### config.mk
export PLATFORM = sky130hd
export DESIGN_NAME = tda_engine
export DESIGN_NICKNAME = d
export VERILOG_FILES = /design/src/rtl/tda_pkg.sv /design/src/rtl/tda_engine.sv /design/src/rtl/tda_fifo.sv
export SDC_FILE = /design/constraint.sdc
export NUM_CORES = 1
export LEC_CHECK = 0
export ABC_AREA = 1
export BUFFER_PORTS_ARGS = -buffer_cell sky130_fd_sc_hd__buf_2
export CORE_AREA = 2 2 220 222
export DETAILED_ROUTE_END_ITERATION = 6
export DIE_AREA = 0 0 222 224
export PLACE_DENSITY = 0.66
export REMOVE_ABC_BUFFERS = 1
export SYNTH_ARGS = -nofsm -noshare
export SYNTH_HDL_FRONTEND = slang
export SYNTH_SLANG_ARGS = --single-unit
export TNS_END_PERCENT = 50
### constraint.sdc
create_clock -name ref_clk -period 8.55 [get_ports ref_clk]
set_input_delay 0 -clock ref_clk [delete_from_list [all_inputs] [get_ports ref_clk]]
set_output_delay 0 -clock ref_clk [all_outputs]
set_load 0.005 [all_outputs]
### src/rtl/tda_pkg.sv
// shared constants and types of the text display list and attribute engine
package tda_pkg;

	// ----------------------------------------------------------------
	// bus and list geometry
	// ----------------------------------------------------------------
	localparam int ADDR_W = 24;
	localparam int DATA_W = 16;
	localparam int FIFO_DEPTH = 8;
	// last word index of each control block
	localparam logic [2:0] MDB_LAST = 3'h2;
	localparam logic [2:0] WDB_LAST = 3'h3;
	localparam logic [2:0] RCB_LAST = 3'h4;
	localparam logic [23:0] PTR_NULL = 24'h000000;

	// ----------------------------------------------------------------
	// attribute word layout
	// ----------------------------------------------------------------
	localparam int NUM_PREDEF = 10;
	localparam int NUM_USER = 4;
	localparam int A_HIGHLIGHT = 0;
	localparam int A_REVERSE = 1;
	localparam int A_SUPER = 2;
	localparam int A_SUB = 3;
	localparam int A_UNDER = 4;
	localparam int A_STRIKE = 5;
	localparam int A_BLINK = 6;
	localparam int A_CURSOR = 7;
	localparam int A_IGNORE = 14;
	localparam int A_LATCHED = 15;
	localparam logic [15:0] ATTR_RST = 16'h0000;

	// ----------------------------------------------------------------
	// fifo entry: end-of-row flag, character code, attribute word
	// ----------------------------------------------------------------
	localparam int ENTRY_W = 25;
	localparam int E_EOR = 24;

	// ----------------------------------------------------------------
	// cursor styles
	// ----------------------------------------------------------------
	localparam logic [2:0] STY_UL = 3'h0;
	localparam logic [2:0] STY_UL_BLINK = 3'h1;
	localparam logic [2:0] STY_BLANK_BLINK = 3'h2;
	localparam logic [2:0] STY_REV_BLINK = 3'h3;
	localparam logic [2:0] STY_REV = 3'h4;

	typedef enum logic [3:0] {
		ST_IDLE, ST_BUSREQ, ST_MDB, ST_WDB, ST_RCB,
		ST_CHR, ST_ATR, ST_PUSH, ST_ROWEND, ST_DONE
	} tda_state_type;

endpackage : tda_pkg

### src/rtl/tda_engine.sv
// display list walker, attribute decoder and character output stage
//
// What this block does
// - walk window blocks topmost first, by link
// - window row blocks handled like background rows
// - scroll per line, pulse when row done
// - scroll rate is a programmable frame count
// - fetch attribute only after flagged character
// - unlatched hits next char, latched persists
// - flag is dedicated code or code msb
// - ten predefined, four user bits, reassignable
// - highlight and reverse go to serializer
// - superscript up, subscript down by lines
// - underline at programmed line, strike shifted
// - blink with programmable rate and duty
// - script shifting can be switched off
// - ignore bit drops character from buffer
// - latched bit stores word, never user bit
// - system clock times fetches and counters
// - one xy cursor fixed on screen
// - attribute cursor travels with its character
// - separate styles for both cursor kinds
// - program first, then fetch, then display
// - linear 24-bit or segmented 23-bit addresses
// - window walk starts at top-of-window pointer
`timescale 1ns/1ps
module tda_engine #(
	parameter int DEPTH = tda_pkg::FIFO_DEPTH
) (
	input wire logic ref_clk,
	input wire logic rst,
	input wire logic clk_en,
	input wire logic ctrl_enable,
	input wire logic [23:0] top_of_page_ptr,
	input wire logic [23:0] top_of_window_ptr,
	input wire logic seg_mode,
	input wire logic demand_mode,
	input wire logic flag_is_msb,
	input wire logic [7:0] flag_code,
	input wire logic [9:0] redef_mask,
	input wire logic script_bypass,
	input wire logic [4:0] script_shift,
	input wire logic [4:0] ul_pos,
	input wire logic [4:0] strike_ofs,
	input wire logic [7:0] blink_period,
	input wire logic [7:0] blink_on_frames,
	input wire logic [2:0] xy_style,
	input wire logic [2:0] attr_style,
	input wire logic scroll_enable,
	input wire logic [7:0] scroll_rate,
	input wire logic [4:0] row_lines,
	input wire logic frame_start,
	input wire logic char_tick,
	input wire logic [4:0] scan_line,
	input wire logic bus_grant_pin,
	output logic bus_req_r,
	output logic rd_req_r,
	output logic [23:0] mem_addr_r,
	input wire logic rd_ack,
	input wire logic [15:0] mem_rdata,
	output logic disp_active_r,
	output logic [7:0] char_code_r,
	output logic [4:0] row_addr_r,
	output logic [13:0] attr_pins_r,
	output logic highlight_r,
	output logic reverse_r,
	output logic line_on_r,
	output logic blank_r,
	output logic scroll_row_done_r,
	output logic [4:0] scroll_off_r
);
	// ----------------------------------------------------------------
	// bus grant synchroniser
	// ----------------------------------------------------------------
	logic [2:0] gnt_sync_r;
	logic gnt_r;
	always_ff @(posedge ref_clk) begin
		if (rst) begin
			gnt_sync_r <= 3'h0;
			gnt_r <= 1'b0;
		end else if (clk_en) begin
			gnt_sync_r <= {gnt_sync_r[1:0], bus_grant_pin};
			if (gnt_sync_r[1] == gnt_sync_r[2]) begin
				gnt_r <= gnt_sync_r[2];
			end
		end
	end

	// ----------------------------------------------------------------
	// list walker
	// ----------------------------------------------------------------
	tda_pkg::tda_state_type state_r;
	logic [23:0] ptr_r;
	logic [2:0] idx_r;
	logic [15:0] tmp_lo_r;
	logic [23:0] next_rcb_r;
	logic [23:0] str_ptr_r;
	logic [23:0] wdb_next_r;
	logic in_window_r;
	logic [7:0] cnt_r;
	logic [7:0] cur_x_r;
	logic [7:0] cur_y_r;
	logic [7:0] held_char_r;
	logic [15:0] latched_r;
	logic [15:0] oneshot_r;
	logic oneshot_v_r;
	logic list_done_r;

	logic fifo_in_ready;
	logic fifo_out_valid;
	logic [24:0] fifo_out_data;

	// system clock drives every fetch and counter here
	wire logic ack = rd_ack && rd_req_r;
	wire logic [23:0] rd_addr = ptr_r + {20'h00000, idx_r, 1'b0};
	wire logic [23:0] word_ptr = {mem_rdata[7:0], tmp_lo_r};
	wire logic [23:0] ptr_step = ptr_r + 24'h000002;
	// flag is either a reserved code or the top code bit
	wire logic is_flag = demand_mode && (flag_is_msb ? mem_rdata[7]
		: mem_rdata[7:0] == flag_code);
	wire logic [15:0] attr_use = oneshot_v_r ? oneshot_r : latched_r;
	wire logic drop = attr_use[tda_pkg::A_IGNORE];
	wire logic push_chr = state_r == tda_pkg::ST_PUSH && !drop;
	wire logic push_eor = state_r == tda_pkg::ST_ROWEND;
	wire logic fifo_push = (push_chr || push_eor) && fifo_in_ready;
	wire logic [24:0] fifo_in_data = {push_eor, held_char_r, attr_use};
	wire logic reading = state_r inside {tda_pkg::ST_MDB, tda_pkg::ST_WDB,
		tda_pkg::ST_RCB, tda_pkg::ST_CHR, tda_pkg::ST_ATR};
	// chain end: next row, else next window, else list finished
	wire logic more_rows = next_rcb_r != tda_pkg::PTR_NULL;
	wire logic first_win = !in_window_r
		&& top_of_window_ptr != tda_pkg::PTR_NULL;
	wire logic more_win = in_window_r && wdb_next_r != tda_pkg::PTR_NULL;
	wire logic [23:0] win_ptr = in_window_r ? wdb_next_r : top_of_window_ptr;

	always_ff @(posedge ref_clk) begin
		if (rst) begin
			state_r <= tda_pkg::ST_IDLE;
			bus_req_r <= 1'b0;
			rd_req_r <= 1'b0;
			mem_addr_r <= 24'h000000;
			ptr_r <= 24'h000000;
			idx_r <= 3'h0;
			tmp_lo_r <= 16'h0000;
			next_rcb_r <= 24'h000000;
			str_ptr_r <= 24'h000000;
			wdb_next_r <= 24'h000000;
			in_window_r <= 1'b0;
			cnt_r <= 8'h00;
			cur_x_r <= 8'h00;
			cur_y_r <= 8'h00;
			held_char_r <= 8'h00;
			latched_r <= tda_pkg::ATTR_RST;
			oneshot_r <= tda_pkg::ATTR_RST;
			oneshot_v_r <= 1'b0;
			list_done_r <= 1'b0;
		end else if (clk_en) begin
			if (reading && !rd_req_r && !ack) begin
				rd_req_r <= 1'b1;
				// segmented space keeps bit 23 clear
				mem_addr_r <= seg_mode ? {1'b0, rd_addr[22:0]} : rd_addr;
			end else if (ack) begin
				rd_req_r <= 1'b0;
			end
			if (!ctrl_enable) begin
				state_r <= tda_pkg::ST_IDLE;
				bus_req_r <= 1'b0;
				rd_req_r <= 1'b0;
			end else if (frame_start && state_r != tda_pkg::ST_IDLE) begin
				// previous frame work is abandoned at frame start
				state_r <= tda_pkg::ST_BUSREQ;
				bus_req_r <= 1'b1;
				rd_req_r <= 1'b0;
				latched_r <= tda_pkg::ATTR_RST;
				oneshot_v_r <= 1'b0;
				list_done_r <= 1'b0;
			end else begin
				case (state_r)
				tda_pkg::ST_IDLE: begin
					// only once enabled does the block seek the bus
					state_r <= tda_pkg::ST_BUSREQ;
					bus_req_r <= 1'b1;
				end
				tda_pkg::ST_BUSREQ: begin
					if (gnt_r) begin
						state_r <= tda_pkg::ST_MDB;
						ptr_r <= top_of_page_ptr;
						idx_r <= 3'h0;
						in_window_r <= 1'b0;
					end
				end
				tda_pkg::ST_MDB: begin
					if (ack) begin
						tmp_lo_r <= mem_rdata;
						idx_r <= idx_r + 3'h1;
						if (idx_r == 3'h1) begin
							next_rcb_r <= word_ptr;
						end
						if (idx_r == tda_pkg::MDB_LAST) begin
							// single coordinate pair for the xy cursor
							cur_x_r <= mem_rdata[7:0];
							cur_y_r <= mem_rdata[15:8];
							state_r <= tda_pkg::ST_RCB;
							ptr_r <= next_rcb_r;
							idx_r <= 3'h0;
						end
					end
				end
				tda_pkg::ST_WDB: begin
					if (ack) begin
						tmp_lo_r <= mem_rdata;
						idx_r <= idx_r + 3'h1;
						if (idx_r == 3'h1) begin
							wdb_next_r <= word_ptr;
						end
						if (idx_r == tda_pkg::WDB_LAST) begin
							// window rows reuse the background row path
							state_r <= tda_pkg::ST_RCB;
							ptr_r <= word_ptr;
							idx_r <= 3'h0;
							in_window_r <= 1'b1;
						end
					end
				end
				tda_pkg::ST_RCB: begin
					if (ack) begin
						tmp_lo_r <= mem_rdata;
						idx_r <= idx_r + 3'h1;
						if (idx_r == 3'h1) begin
							next_rcb_r <= word_ptr;
						end
						// string pointer parked: the count word still
						// has to be read relative to the row block
						if (idx_r == 3'h3) begin
							str_ptr_r <= word_ptr;
						end
						if (idx_r == tda_pkg::RCB_LAST) begin
							ptr_r <= str_ptr_r;
							cnt_r <= mem_rdata[7:0];
							idx_r <= 3'h0;
							state_r <= (mem_rdata[7:0] == 8'h00)
								? tda_pkg::ST_ROWEND : tda_pkg::ST_CHR;
						end
					end
				end
				tda_pkg::ST_CHR: begin
					if (ack) begin
						ptr_r <= ptr_step;
						cnt_r <= cnt_r - 8'h01;
						held_char_r <= flag_is_msb ? {1'b0, mem_rdata[6:0]}
							: mem_rdata[7:0];
						// plain characters never trigger a fetch
						if (is_flag) begin
							state_r <= tda_pkg::ST_ATR;
						end else begin
							state_r <= tda_pkg::ST_PUSH;
						end
					end
				end
				tda_pkg::ST_ATR: begin
					if (ack) begin
						ptr_r <= ptr_step;
						if (mem_rdata[tda_pkg::A_LATCHED]) begin
							latched_r <= mem_rdata;
						end else begin
							oneshot_r <= mem_rdata;
							oneshot_v_r <= 1'b1;
						end
						if (flag_is_msb) begin
							state_r <= tda_pkg::ST_PUSH;
						end else if (cnt_r == 8'h00) begin
							state_r <= tda_pkg::ST_ROWEND;
						end else begin
							state_r <= tda_pkg::ST_CHR;
						end
					end
				end
				tda_pkg::ST_PUSH: begin
					// ignored characters consume the slot but never load
					if (drop || fifo_in_ready) begin
						oneshot_v_r <= 1'b0;
						state_r <= (cnt_r == 8'h00) ? tda_pkg::ST_ROWEND
							: tda_pkg::ST_CHR;
					end
				end
				tda_pkg::ST_ROWEND: begin
					if (fifo_in_ready) begin
						idx_r <= 3'h0;
						if (more_rows) begin
							state_r <= tda_pkg::ST_RCB;
							ptr_r <= next_rcb_r;
						end else if (first_win || more_win) begin
							// first window from top-of-window pointer, later ones by link
							state_r <= tda_pkg::ST_WDB;
							ptr_r <= win_ptr;
						end else begin
							state_r <= tda_pkg::ST_DONE;
							bus_req_r <= 1'b0;
							list_done_r <= 1'b1;
						end
					end
				end
				default: begin
					state_r <= state_r;
				end
				endcase
			end
		end
	end

	// ----------------------------------------------------------------
	// character buffer
	// ----------------------------------------------------------------
	// fetch stalls in push states when full, so the display paces list reads
	wire logic pop = disp_active_r && char_tick && fifo_out_valid;
	tda_fifo #(
		.WIDTH(tda_pkg::ENTRY_W),
		.DEPTH(DEPTH)
	) u_fifo (
		.ref_clk(ref_clk),
		.rst(rst),
		.clk_en(clk_en),
		.in_valid(fifo_push),
		.in_ready(fifo_in_ready),
		.in_data(fifo_in_data),
		.out_valid(fifo_out_valid),
		.out_ready(pop),
		.out_data(fifo_out_data)
	);

	// ----------------------------------------------------------------
	// screen counters: blink, scroll, cursor position
	// ----------------------------------------------------------------
	logic [7:0] blink_cnt_r;
	logic [7:0] scroll_cnt_r;
	logic [7:0] col_r;
	logic [7:0] row_r;
	wire logic blink_on = blink_cnt_r < blink_on_frames;
	wire logic scroll_step = scroll_enable && scroll_cnt_r == scroll_rate;
	wire logic scroll_wrap = scroll_off_r == row_lines - 5'h01;

	always_ff @(posedge ref_clk) begin
		if (rst) begin
			blink_cnt_r <= 8'h00;
			scroll_cnt_r <= 8'h00;
			scroll_off_r <= 5'h00;
			scroll_row_done_r <= 1'b0;
		end else if (clk_en) begin
			scroll_row_done_r <= 1'b0;
			if (frame_start) begin
				// rate and duty counted in frames
				blink_cnt_r <= (blink_cnt_r >= blink_period) ? 8'h00
					: blink_cnt_r + 8'h01;
				// step one line every scroll_rate+1 frames
				scroll_cnt_r <= scroll_step ? 8'h00 : scroll_cnt_r + 8'h01;
				if (!scroll_enable) begin
					scroll_cnt_r <= 8'h00;
				end
				if (scroll_step) begin
					scroll_off_r <= scroll_wrap ? 5'h00 : scroll_off_r + 5'h01;
					scroll_row_done_r <= scroll_wrap;
				end
			end
		end
	end

	// ----------------------------------------------------------------
	// attribute processing and outputs
	// ----------------------------------------------------------------
	function automatic logic [2:0] cursor_fx(input logic [2:0] sty,
			input logic bon);
		logic [2:0] fx;
		fx = 3'h0;
		case (sty)
		tda_pkg::STY_UL: fx = 3'h4;
		tda_pkg::STY_UL_BLINK: fx = {bon, 2'h0};
		tda_pkg::STY_BLANK_BLINK: fx = {2'h0, !bon};
		tda_pkg::STY_REV_BLINK: fx = {1'b0, bon, 1'b0};
		tda_pkg::STY_REV: fx = 3'h2;
		default: fx = 3'h0;
		endcase
		return fx;
	endfunction : cursor_fx

	wire logic [15:0] a_raw = fifo_out_data[15:0];
	// reassigned predefined bits lose their internal effect
	wire logic [9:0] a_eff = a_raw[9:0] & ~redef_mask;
	wire logic eor = fifo_out_data[tda_pkg::E_EOR];
	wire logic xy_hit = col_r == cur_x_r && row_r == cur_y_r;
	wire logic [2:0] xy_fx = xy_hit ? cursor_fx(xy_style, blink_on) : 3'h0;
	wire logic [2:0] at_fx = a_eff[tda_pkg::A_CURSOR]
		? cursor_fx(attr_style, blink_on) : 3'h0;
	wire logic at_ul_line = scan_line == ul_pos;
	wire logic at_st_line = scan_line == ul_pos - strike_ofs;
	wire logic line_on = (a_eff[tda_pkg::A_UNDER] && at_ul_line)
		|| (a_eff[tda_pkg::A_STRIKE] && at_st_line)
		|| ((xy_fx[2] || at_fx[2]) && at_ul_line);
	wire logic [4:0] base_line = scan_line + scroll_off_r;
	wire logic [4:0] row_addr = script_bypass ? base_line
		: a_eff[tda_pkg::A_SUPER] ? base_line + script_shift
		: a_eff[tda_pkg::A_SUB] ? base_line - script_shift
		: base_line;
	wire logic blank = (a_eff[tda_pkg::A_BLINK] && !blink_on)
		|| xy_fx[0] || at_fx[0];

	always_ff @(posedge ref_clk) begin
		if (rst) begin
			disp_active_r <= 1'b0;
			col_r <= 8'h00;
			row_r <= 8'h00;
			char_code_r <= 8'h00;
			row_addr_r <= 5'h00;
			attr_pins_r <= 14'h0000;
			highlight_r <= 1'b0;
			reverse_r <= 1'b0;
			line_on_r <= 1'b0;
			blank_r <= 1'b1;
		end else if (clk_en) begin
			// display once the buffer has filled or the list is finished
			if (!ctrl_enable) begin
				disp_active_r <= 1'b0;
			end else if (!fifo_in_ready || list_done_r) begin
				disp_active_r <= 1'b1;
			end
			if (frame_start) begin
				col_r <= 8'h00;
				row_r <= 8'h00;
			end else if (pop && eor) begin
				col_r <= 8'h00;
				row_r <= row_r + 8'h01;
			end else if (pop) begin
				col_r <= col_r + 8'h01;
			end
			if (char_tick) begin
				char_code_r <= fifo_out_data[23:16];
				row_addr_r <= row_addr;
				attr_pins_r <= a_raw[13:0];
				highlight_r <= pop && !eor && a_eff[tda_pkg::A_HIGHLIGHT];
				reverse_r <= pop && !eor
					&& (a_eff[tda_pkg::A_REVERSE] ^ (xy_fx[1] || at_fx[1]));
				line_on_r <= pop && !eor && line_on;
				blank_r <= !pop || eor || blank;
			end
		end
	end

	// ----------------------------------------------------------------
	// checks
	// ----------------------------------------------------------------
	AST_READ_NEEDS_BUS: assert property (@(posedge ref_clk) disable iff (rst)
		rd_req_r |-> bus_req_r) else $error("read issued without bus request");
	AST_SEG_TOP_CLEAR: assert property (@(posedge ref_clk) disable iff (rst)
		seg_mode && $rose(rd_req_r) |-> !mem_addr_r[23])
		else $error("segmented address used bit 23");
	AST_IGNORE_NO_LOAD: assert property (@(posedge ref_clk) disable iff (rst)
		state_r == tda_pkg::ST_PUSH && drop |-> !fifo_push)
		else $error("ignored character entered the buffer");
	AST_LATCH_CLEARED: assert property (@(posedge ref_clk) disable iff (rst)
		clk_en && ctrl_enable && frame_start && state_r != tda_pkg::ST_IDLE
		|=> latched_r == tda_pkg::ATTR_RST)
		else $error("latched attribute survived frame start");
	AST_ONESHOT_ONCE: assert property (@(posedge ref_clk) disable iff (rst)
		clk_en && ctrl_enable && !frame_start && fifo_push && push_chr
		|=> !oneshot_v_r) else $error("unlatched attribute reused");
	AST_NO_DEMAND_FETCH: assert property (@(posedge ref_clk) disable iff (rst)
		clk_en && ctrl_enable && !frame_start && state_r == tda_pkg::ST_CHR
		&& ack && !is_flag |=> state_r == tda_pkg::ST_PUSH)
		else $error("attribute fetched for unflagged character");
	AST_WDB_ORDER: assert property (@(posedge ref_clk) disable iff (rst)
		$past(clk_en) && state_r == tda_pkg::ST_WDB
		&& $past(state_r) == tda_pkg::ST_ROWEND
		|-> ptr_r == ($past(in_window_r) ? $past(wdb_next_r)
		: $past(top_of_window_ptr)))
		else $error("window block taken out of order");
	AST_WIN_ROWS: assert property (@(posedge ref_clk) disable iff (rst)
		$past(clk_en) && state_r == tda_pkg::ST_RCB
		&& $past(state_r) == tda_pkg::ST_WDB
		|-> ptr_r == {$past(mem_rdata[7:0]), $past(tmp_lo_r)} && in_window_r)
		else $error("window row pointer not followed");
	AST_SCROLL_DONE: assert property (@(posedge ref_clk) disable iff (rst)
		$past(clk_en) && scroll_row_done_r |-> scroll_off_r == 5'h00
		&& $past(scroll_off_r) == row_lines - 5'h01)
		else $error("scroll pulse before full row");
	COV_LIST_DONE: cover property (@(posedge ref_clk) disable iff (rst)
		$rose(list_done_r));
	COV_WINDOW: cover property (@(posedge ref_clk) disable iff (rst)
		state_r == tda_pkg::ST_WDB ##[1:200] state_r == tda_pkg::ST_RCB);
	COV_SCROLL: cover property (@(posedge ref_clk) disable iff (rst)
		scroll_row_done_r);
	COV_LATCH: cover property (@(posedge ref_clk) disable iff (rst)
		ack && state_r == tda_pkg::ST_ATR && mem_rdata[tda_pkg::A_LATCHED]);

endmodule : tda_engine

### src/rtl/tda_fifo.sv
// parameterised first-in first-out buffer with valid and ready on both sides
`timescale 1ns/1ps
module tda_fifo #(
	parameter int WIDTH = 25,
	parameter int DEPTH = 8
) (
	input wire logic ref_clk,
	input wire logic rst,
	input wire logic clk_en,
	input wire logic in_valid,
	output logic in_ready,
	input wire logic [WIDTH-1:0] in_data,
	output logic out_valid,
	input wire logic out_ready,
	output logic [WIDTH-1:0] out_data
);
	localparam int AW = $clog2(DEPTH);
	localparam logic [AW:0] FULL_CNT = (AW+1)'(DEPTH);
	localparam logic [AW-1:0] LAST_IDX = AW'(DEPTH - 1);

	logic [WIDTH-1:0] mem [DEPTH];
	logic [AW-1:0] wr_ptr_r;
	logic [AW-1:0] rd_ptr_r;
	logic [AW:0] count_r;
	wire logic do_wr = in_valid && in_ready && clk_en;
	wire logic do_rd = out_valid && out_ready && clk_en;

	assign in_ready = count_r != FULL_CNT;
	assign out_valid = count_r != '0;
	assign out_data = mem[rd_ptr_r];

	always_ff @(posedge ref_clk) begin
		if (do_wr) begin
			mem[wr_ptr_r] <= in_data;
		end
	end

	always_ff @(posedge ref_clk) begin
		if (rst) begin
			wr_ptr_r <= '0;
			rd_ptr_r <= '0;
			count_r <= '0;
		end else begin
			if (do_wr) begin
				wr_ptr_r <= (wr_ptr_r == LAST_IDX) ? '0 : wr_ptr_r + 1'b1;
			end
			if (do_rd) begin
				rd_ptr_r <= (rd_ptr_r == LAST_IDX) ? '0 : rd_ptr_r + 1'b1;
			end
			if (do_wr && !do_rd) begin
				count_r <= count_r + 1'b1;
			end else if (do_rd && !do_wr) begin
				count_r <= count_r - 1'b1;
			end
		end
	end

endmodule : tda_fifo

# After elaboration in Yosys (flattened, before gate mapping)
# Memory sizes are Yosys's and may differ from the RTL's. A register that Yosys moved wholly into a read port is not among the register bits.
# Cells that the tools add are included.
# totals
n_memories	1
output_inout_bits	64
ram_bits	200
word_cells	336
input_bits	150
ff_bits	295
# memory_table
memory	words	width	rd	rd_ports_with_merged_regs	wr	line	source
u_fifo.mem	8	25	1	1	1	tda_fifo.sv:21	logic [WIDTH-1:0] mem [DEPTH];
# classes
n_reduce_logical	102
bitwise	5
n_eq_ne	64
n_lt_le_gt_ge	2
add_sub_neg	18
mux	106
# op_table
operator	count
2-to-1 mux 24 bit	13
case mux 24 bit (6 select lines)	1
2-to-1 mux 8 bit	12
2-to-1 mux 16 bit	5
2-to-1 mux 4 bit	20
nonzero test 24 bit	3
case mux 3 bit (5 select lines)	3
2-to-1 mux 3 bit	14
AND reduction 6 bit	7
case mux 4 bit (9 select lines)	1
adder 8 x 1 -> 8 bit (second input constant)	4
equality test 8 bit	4
2-to-1 mux 1 bit	29
logical AND 1 bit	28
inequality test 4 x 3 -> 1 bit (second input constant)	7
adder 24 x 2 -> 24 bit (second input constant)	1
adder 24 x 4 -> 24 bit	1
2-to-1 mux 5 bit	4
AND reduction 5 bit	4
equality test 3 x 2 -> 1 bit (second input constant)	6
nonzero test 2 bit	9
equality test 4 x 3 -> 1 bit (second input constant)	4
zero test 8 bit	2
inequality test 4 x 2 -> 1 bit (second input constant)	4
46 further kinds	111

# Depth between registers and ports, before layout
# logic_depth
word_depth	11
mapped_depth	17
depth_no_buf	17

# Hierarchy
# A second synthesis with hierarchy kept.
# hier_totals
hier_cells	3136
hier_area_um2	24689.9
# by_module_without_submodules
mod	seq_area_each_um2	n_inst	area_each_um2	cells_per_inst
tda_engine	5705.5	1	15995.3	2373
tda_fifo	6266.0	1	8694.6	763

# Worst setup path before layout
# No wires, ideal clock.
# synth_timing
path_kind	register -> register
startpoint	reg state_r[1]
endpoint	mem u_fifo.mem[3][0], enable pin
synth_period_minus_slack_ps	3450
stages_incl_launch_ff	11
n_path_buf	1
path_slack_ps	5100
t_required_ps	8118
setup_time_ps	432
arrival_time_ps	3018
path_cell_list	dfxtp_1 -> buf_4 -> nor2_2 -> nand3_1 -> inv_2 -> nor2_1 -> nor3_2 -> inv_1 -> nor2_1 -> inv_2 -> nor3_1
# synth_via
elab_cells_between_ends	9
cone_classes	eq/ne: 2; mux: 2; reduce/logical: 5
# synth_rtl
element	line	source
start: declaration	tda_engine.sv:92	tda_pkg::tda_state_type state_r;
start signal: assignment	tda_engine.sv:138	state_r <= tda_pkg::ST_IDLE;
start signal: assignment	tda_engine.sv:166	state_r <= tda_pkg::ST_IDLE;
start signal: assignment	tda_engine.sv:171	state_r <= tda_pkg::ST_BUSREQ;
equality test 4 bit	tda_engine.sv:124	wire logic push_eor = state_r == tda_pkg::ST_ROWEND;
named net push_eor	tda_engine.sv:124	
logical OR 1 bit	tda_engine.sv:125	wire logic fifo_push = (push_chr || push_eor) && fifo_in_ready;
logical AND 1 bit	tda_engine.sv:125	
logical AND 1 bit (2 in series)	tda_fifo.sv:25	wire logic do_wr = in_valid && in_ready && clk_en;
named net u_fifo.do_wr	tda_fifo.sv:25	
2-to-1 mux 1 bit	tda_fifo.sv:33	if (do_wr) begin
2-to-1 mux 1 bit (not written as such)	tda_fifo.sv:34	mem[wr_ptr_r] <= in_data;
end: declaration	tda_fifo.sv:21	
# The timed path passes the listed nets, and every way through them passes these cells.

==> flow_summary_export.csv <==
group,metric,value,unit
run_status,status,"completed",
global_routing,grt_max_degree,107,
yosys,synth_edf_count,184,
yosys,yosysTopAreaCell,"dfxtp_1",
critical_path,crit_slowest_cell,"inv_2",
global_routing,antenna_found_initial,0,
placement,post-place-ws,5.01,ns
route,wl_met1,28400,um
clock_network,cts_tree,"yes",
route,wl_per_cell,17.8,um
yosys,synth_async_sr_flop_share,0,%
timing,setup_viol,0,
yosys,synth_cells,2976,
yosys,dominantRegCellSynth,"dfxtp_1",
yosys,synth_top_area_share,25.3,%
clock_network,cts_root_buf,"clkbuf_16",
floorplan,rows,80,
critical_path,r2r_slack,3.74,ns
timing,finalWorstSetupSlack,3.74,ns
route,wirelength,68700,um
power_and_ir_drop,design_power_total,5.20,mW
floorplan,ios,214,
global_routing,grt_pass1_wl,107000,um
critical_path,path_max_fanout,53,
critical_path,startpoint_type,"flip-flop",
global_routing,grt_usage,27.2,%
clock_network,cts_buffer_depth,3,
global_routing,overflow,0,
final_layout,antenna_cells,0,
final_layout,fin_util,58.3,%
final_layout,fillers,4336,
route,met2_length,33400,um
final_layout,nets,3426,
yosys,synth_common_cells,"nand2_1 (577), o21ai_0 (369), nor2_1 (368)",
route,post-route-drc-count,0,
yosys,yosys_register_bits,481,
critical_path,cpMostUsedCell,"nand2_1",
clock_network,clock_latency,0.63,ns
floorplan,die-area,49700,um2
critical_path,critPathRequiredTime,8.98,ns
min_path,hold_depth,7,
critical_path,critical-path-max-stage-delay,0.63,ns
timing,slew_headroom,24.9,%
yosys,synth_most_common_cell,"nand2_1",
route,routed.top_layer,"met4",
yosys,synth-seq-area-share,48.8,%
critical_path,worstSetupPathType,"flip-flop to flip-flop",
power_and_ir_drop,vdd_ir_drop_max,0.000153,V
clock_network,cts_sinks,481,
timing,maxSlewViolCount,0,
global_routing,grt_pass1_vias,20100,
route,drt_iter0_drc,1529,
final_layout,regArea,11500,um2
clock_network,clk_pin_slew_worst_paths,0.06,ns
timing,period_share,56.2,%
power_and_ir_drop,leakagePower,11.4,nW
min_path,holdPathEnd,"ptr_r[7]",
yosys,yosysWarnings,0,
placement,io_buffers,211,
yosys,avgSynthCellArea,7.90,um2
clock_network,cts-resized-gates,0,
critical_path,critPathCaptureType,"flip-flop",
timing,rsz0062_at_grt,"no",
clock_network,cts_max_level,2,
floorplan,start_util,49.6,%
timing,worst_pin_slew,1.13,ns
run,maxCapViolCount,0,
timing,timing_hold_violations_final,0,
floorplan,die_w,222,um
floorplan,die_y,224,um
route,route.met3.wl,3640,um
timing,fmax,208,MHz
placement,hpwlAfterDp,46200,um
final_layout,syn_to_final_growth,17.3,%
critical_path,reg2reg_to,"line_on_r",
yosys,synth_cell_types,54,
route,postRouteAntennaNets,0,
min_path,min_from,"top_of_window_ptr[7]",
route,first_pass_iters,7,
route,viasPerCell,5.49,
timing,skew,0.0494,ns
timing,min_period,4.81,ns
power_and_ir_drop,p_per_area,189,nW/um2
clock_network,numCtsBuffers,52,
yosys,synth_area_leaders,"dfxtp_1 (25%), edfxtp_1 (24%), nand2_1 (9.2%)",
route,vias,21245,
placement,placed_area,25000,um2
placement,gp_congestion,0.917,
critical_path,ff2ff_path_depth,19,
floorplan,core_area,47300,um2
timing,final.setup.tns,0,ns
min_path,min_path_type,"input port to flip-flop",
critical_path,worstPathCellList,"inv_2, buf_4, nand2_1, nand3_1, nand2_1, nand2_1, nand2_1, nand2_1, nor2_1, nand2_1, dlygate4sd3_1, nand2_1, dlygate4sd3_1, nand2_1, dlygate4sd3_1, nand2_1, dlygate4sd3_1, nand2_1, a21oi_1",
final_layout,final_area,27600,um2
final_layout,drive_gt1_share,11.6,%
critical_path,arrival,5.24,ns
yosys,synth.cell_area,23500,um2
final_layout,multi_input_area,10400,um2
what timing repair did:
action | 4_1_cts | 5_1_grt
setup buffers | 0 | 0
hold buffers | 84 | 0
hold endpoints to repair | 155 | 0
power breakdown:
| part | switching (mW) | internal [mW] |
|---|---|---|
| logic | 0.297 | 0.168 |
| clock network | 0.938 | 1.37 |
| registers | 0.0293 | 2.40 |
how the worst max path moves through the flow:
stage	startpoint	to	slack (ns)	cells after the start
3_3_place_gp	oneshot_v_r	u_fifo.count_r[3]	5.00	16
3_5_place_dp	oneshot_v_r	u_fifo.count_r[3]	5.01	16
5_1_grt	flip-flop	line_on_r	3.52	19
6_report	flip-flop	line_on_r	3.74	19
2_1_floorplan	flip-flop	row_r[2]	4.24	11
4_1_cts	flip-flop	line_on_r	3.80	19
state kept, by name (all words and copies together), names as in the netlist, 14 cells and up, named ones only:
register / count
u_fifo.mem: 184
mem_addr_r: 24
next_rcb_r: 24
ptr_r: 24
str_ptr_r: 24
wdb_next_r: 24
tmp_lo_r: 16
latched_r: 15
oneshot_r: 15
attr_pins_r: 14
per-stage QoR:
step	hold slack [ns]	std cells
4_1_cts	0.00251	3870
3_5_place_dp	0.257	3691
5_1_grt	0.0593	3870
6_report	0.0312	3870
2_1_floorplan	0.0691	2844
3_3_place_gp	0.254	3691
area by class of cell:
type,instances,area share [%]
timing repair buffer,316,7.46
multi-input combinational,2063,37.6
tap,615,2.79
clock buffer,70,5.23
clock inverter,25,1.22
inverter,300,4.09
sequential,481,41.6
worst max-delay path, delay by kind of cell (launching register included):
kind / cells / cell delay [ns]
buf+inv: 6 / 3.29
simple gates: 12 / 0.88
flops: 1 / 0.35
compound gates: 1 / 0.05
per-layer routing:
metal | GRT usage (%) | up-vias
met4 | 13.3 | 0
met1 | 33.4 | 9959
met5 | 0 | -
met2 | 47.3 | 701
met3 | 3.42 | 163
li1 | - | 10422
logic make-up (layout without fill, tap and decap cells):
| kind of cell | after synthesis | after routing | synth area share [%] |
|---|---|---|---|
| fa+ha+maj | 62 | 62 | 3.49 |
| mux | 10 | 10 | 0.426 |
| flops | 481 | 481 | 48.8 |
| buf+inv | 432 | 711 | 7.32 |
| simple gates | 1177 | 1177 | 20.8 |
| xor+xnor | 55 | 55 | 2.05 |
| compound gates | 759 | 759 | 17.1 |
cells in the final DEF (no fill, tap or decap), drive strengths merged, types with 11 or more instances in the layout:
cell type,n
dfxtp,297
a21oi,295
nand2,583
dlygate4sd3,84
o221ai,16
o21ai,376
buf,232
nor2,380
edfxtp,184
or2,11
clkinv,24
nand4,36
nor3,44
ha,56
nand3,107
inv,294
o22ai,23
clkbuf,70
xor2,46
(Power assumes the default switching activity.)
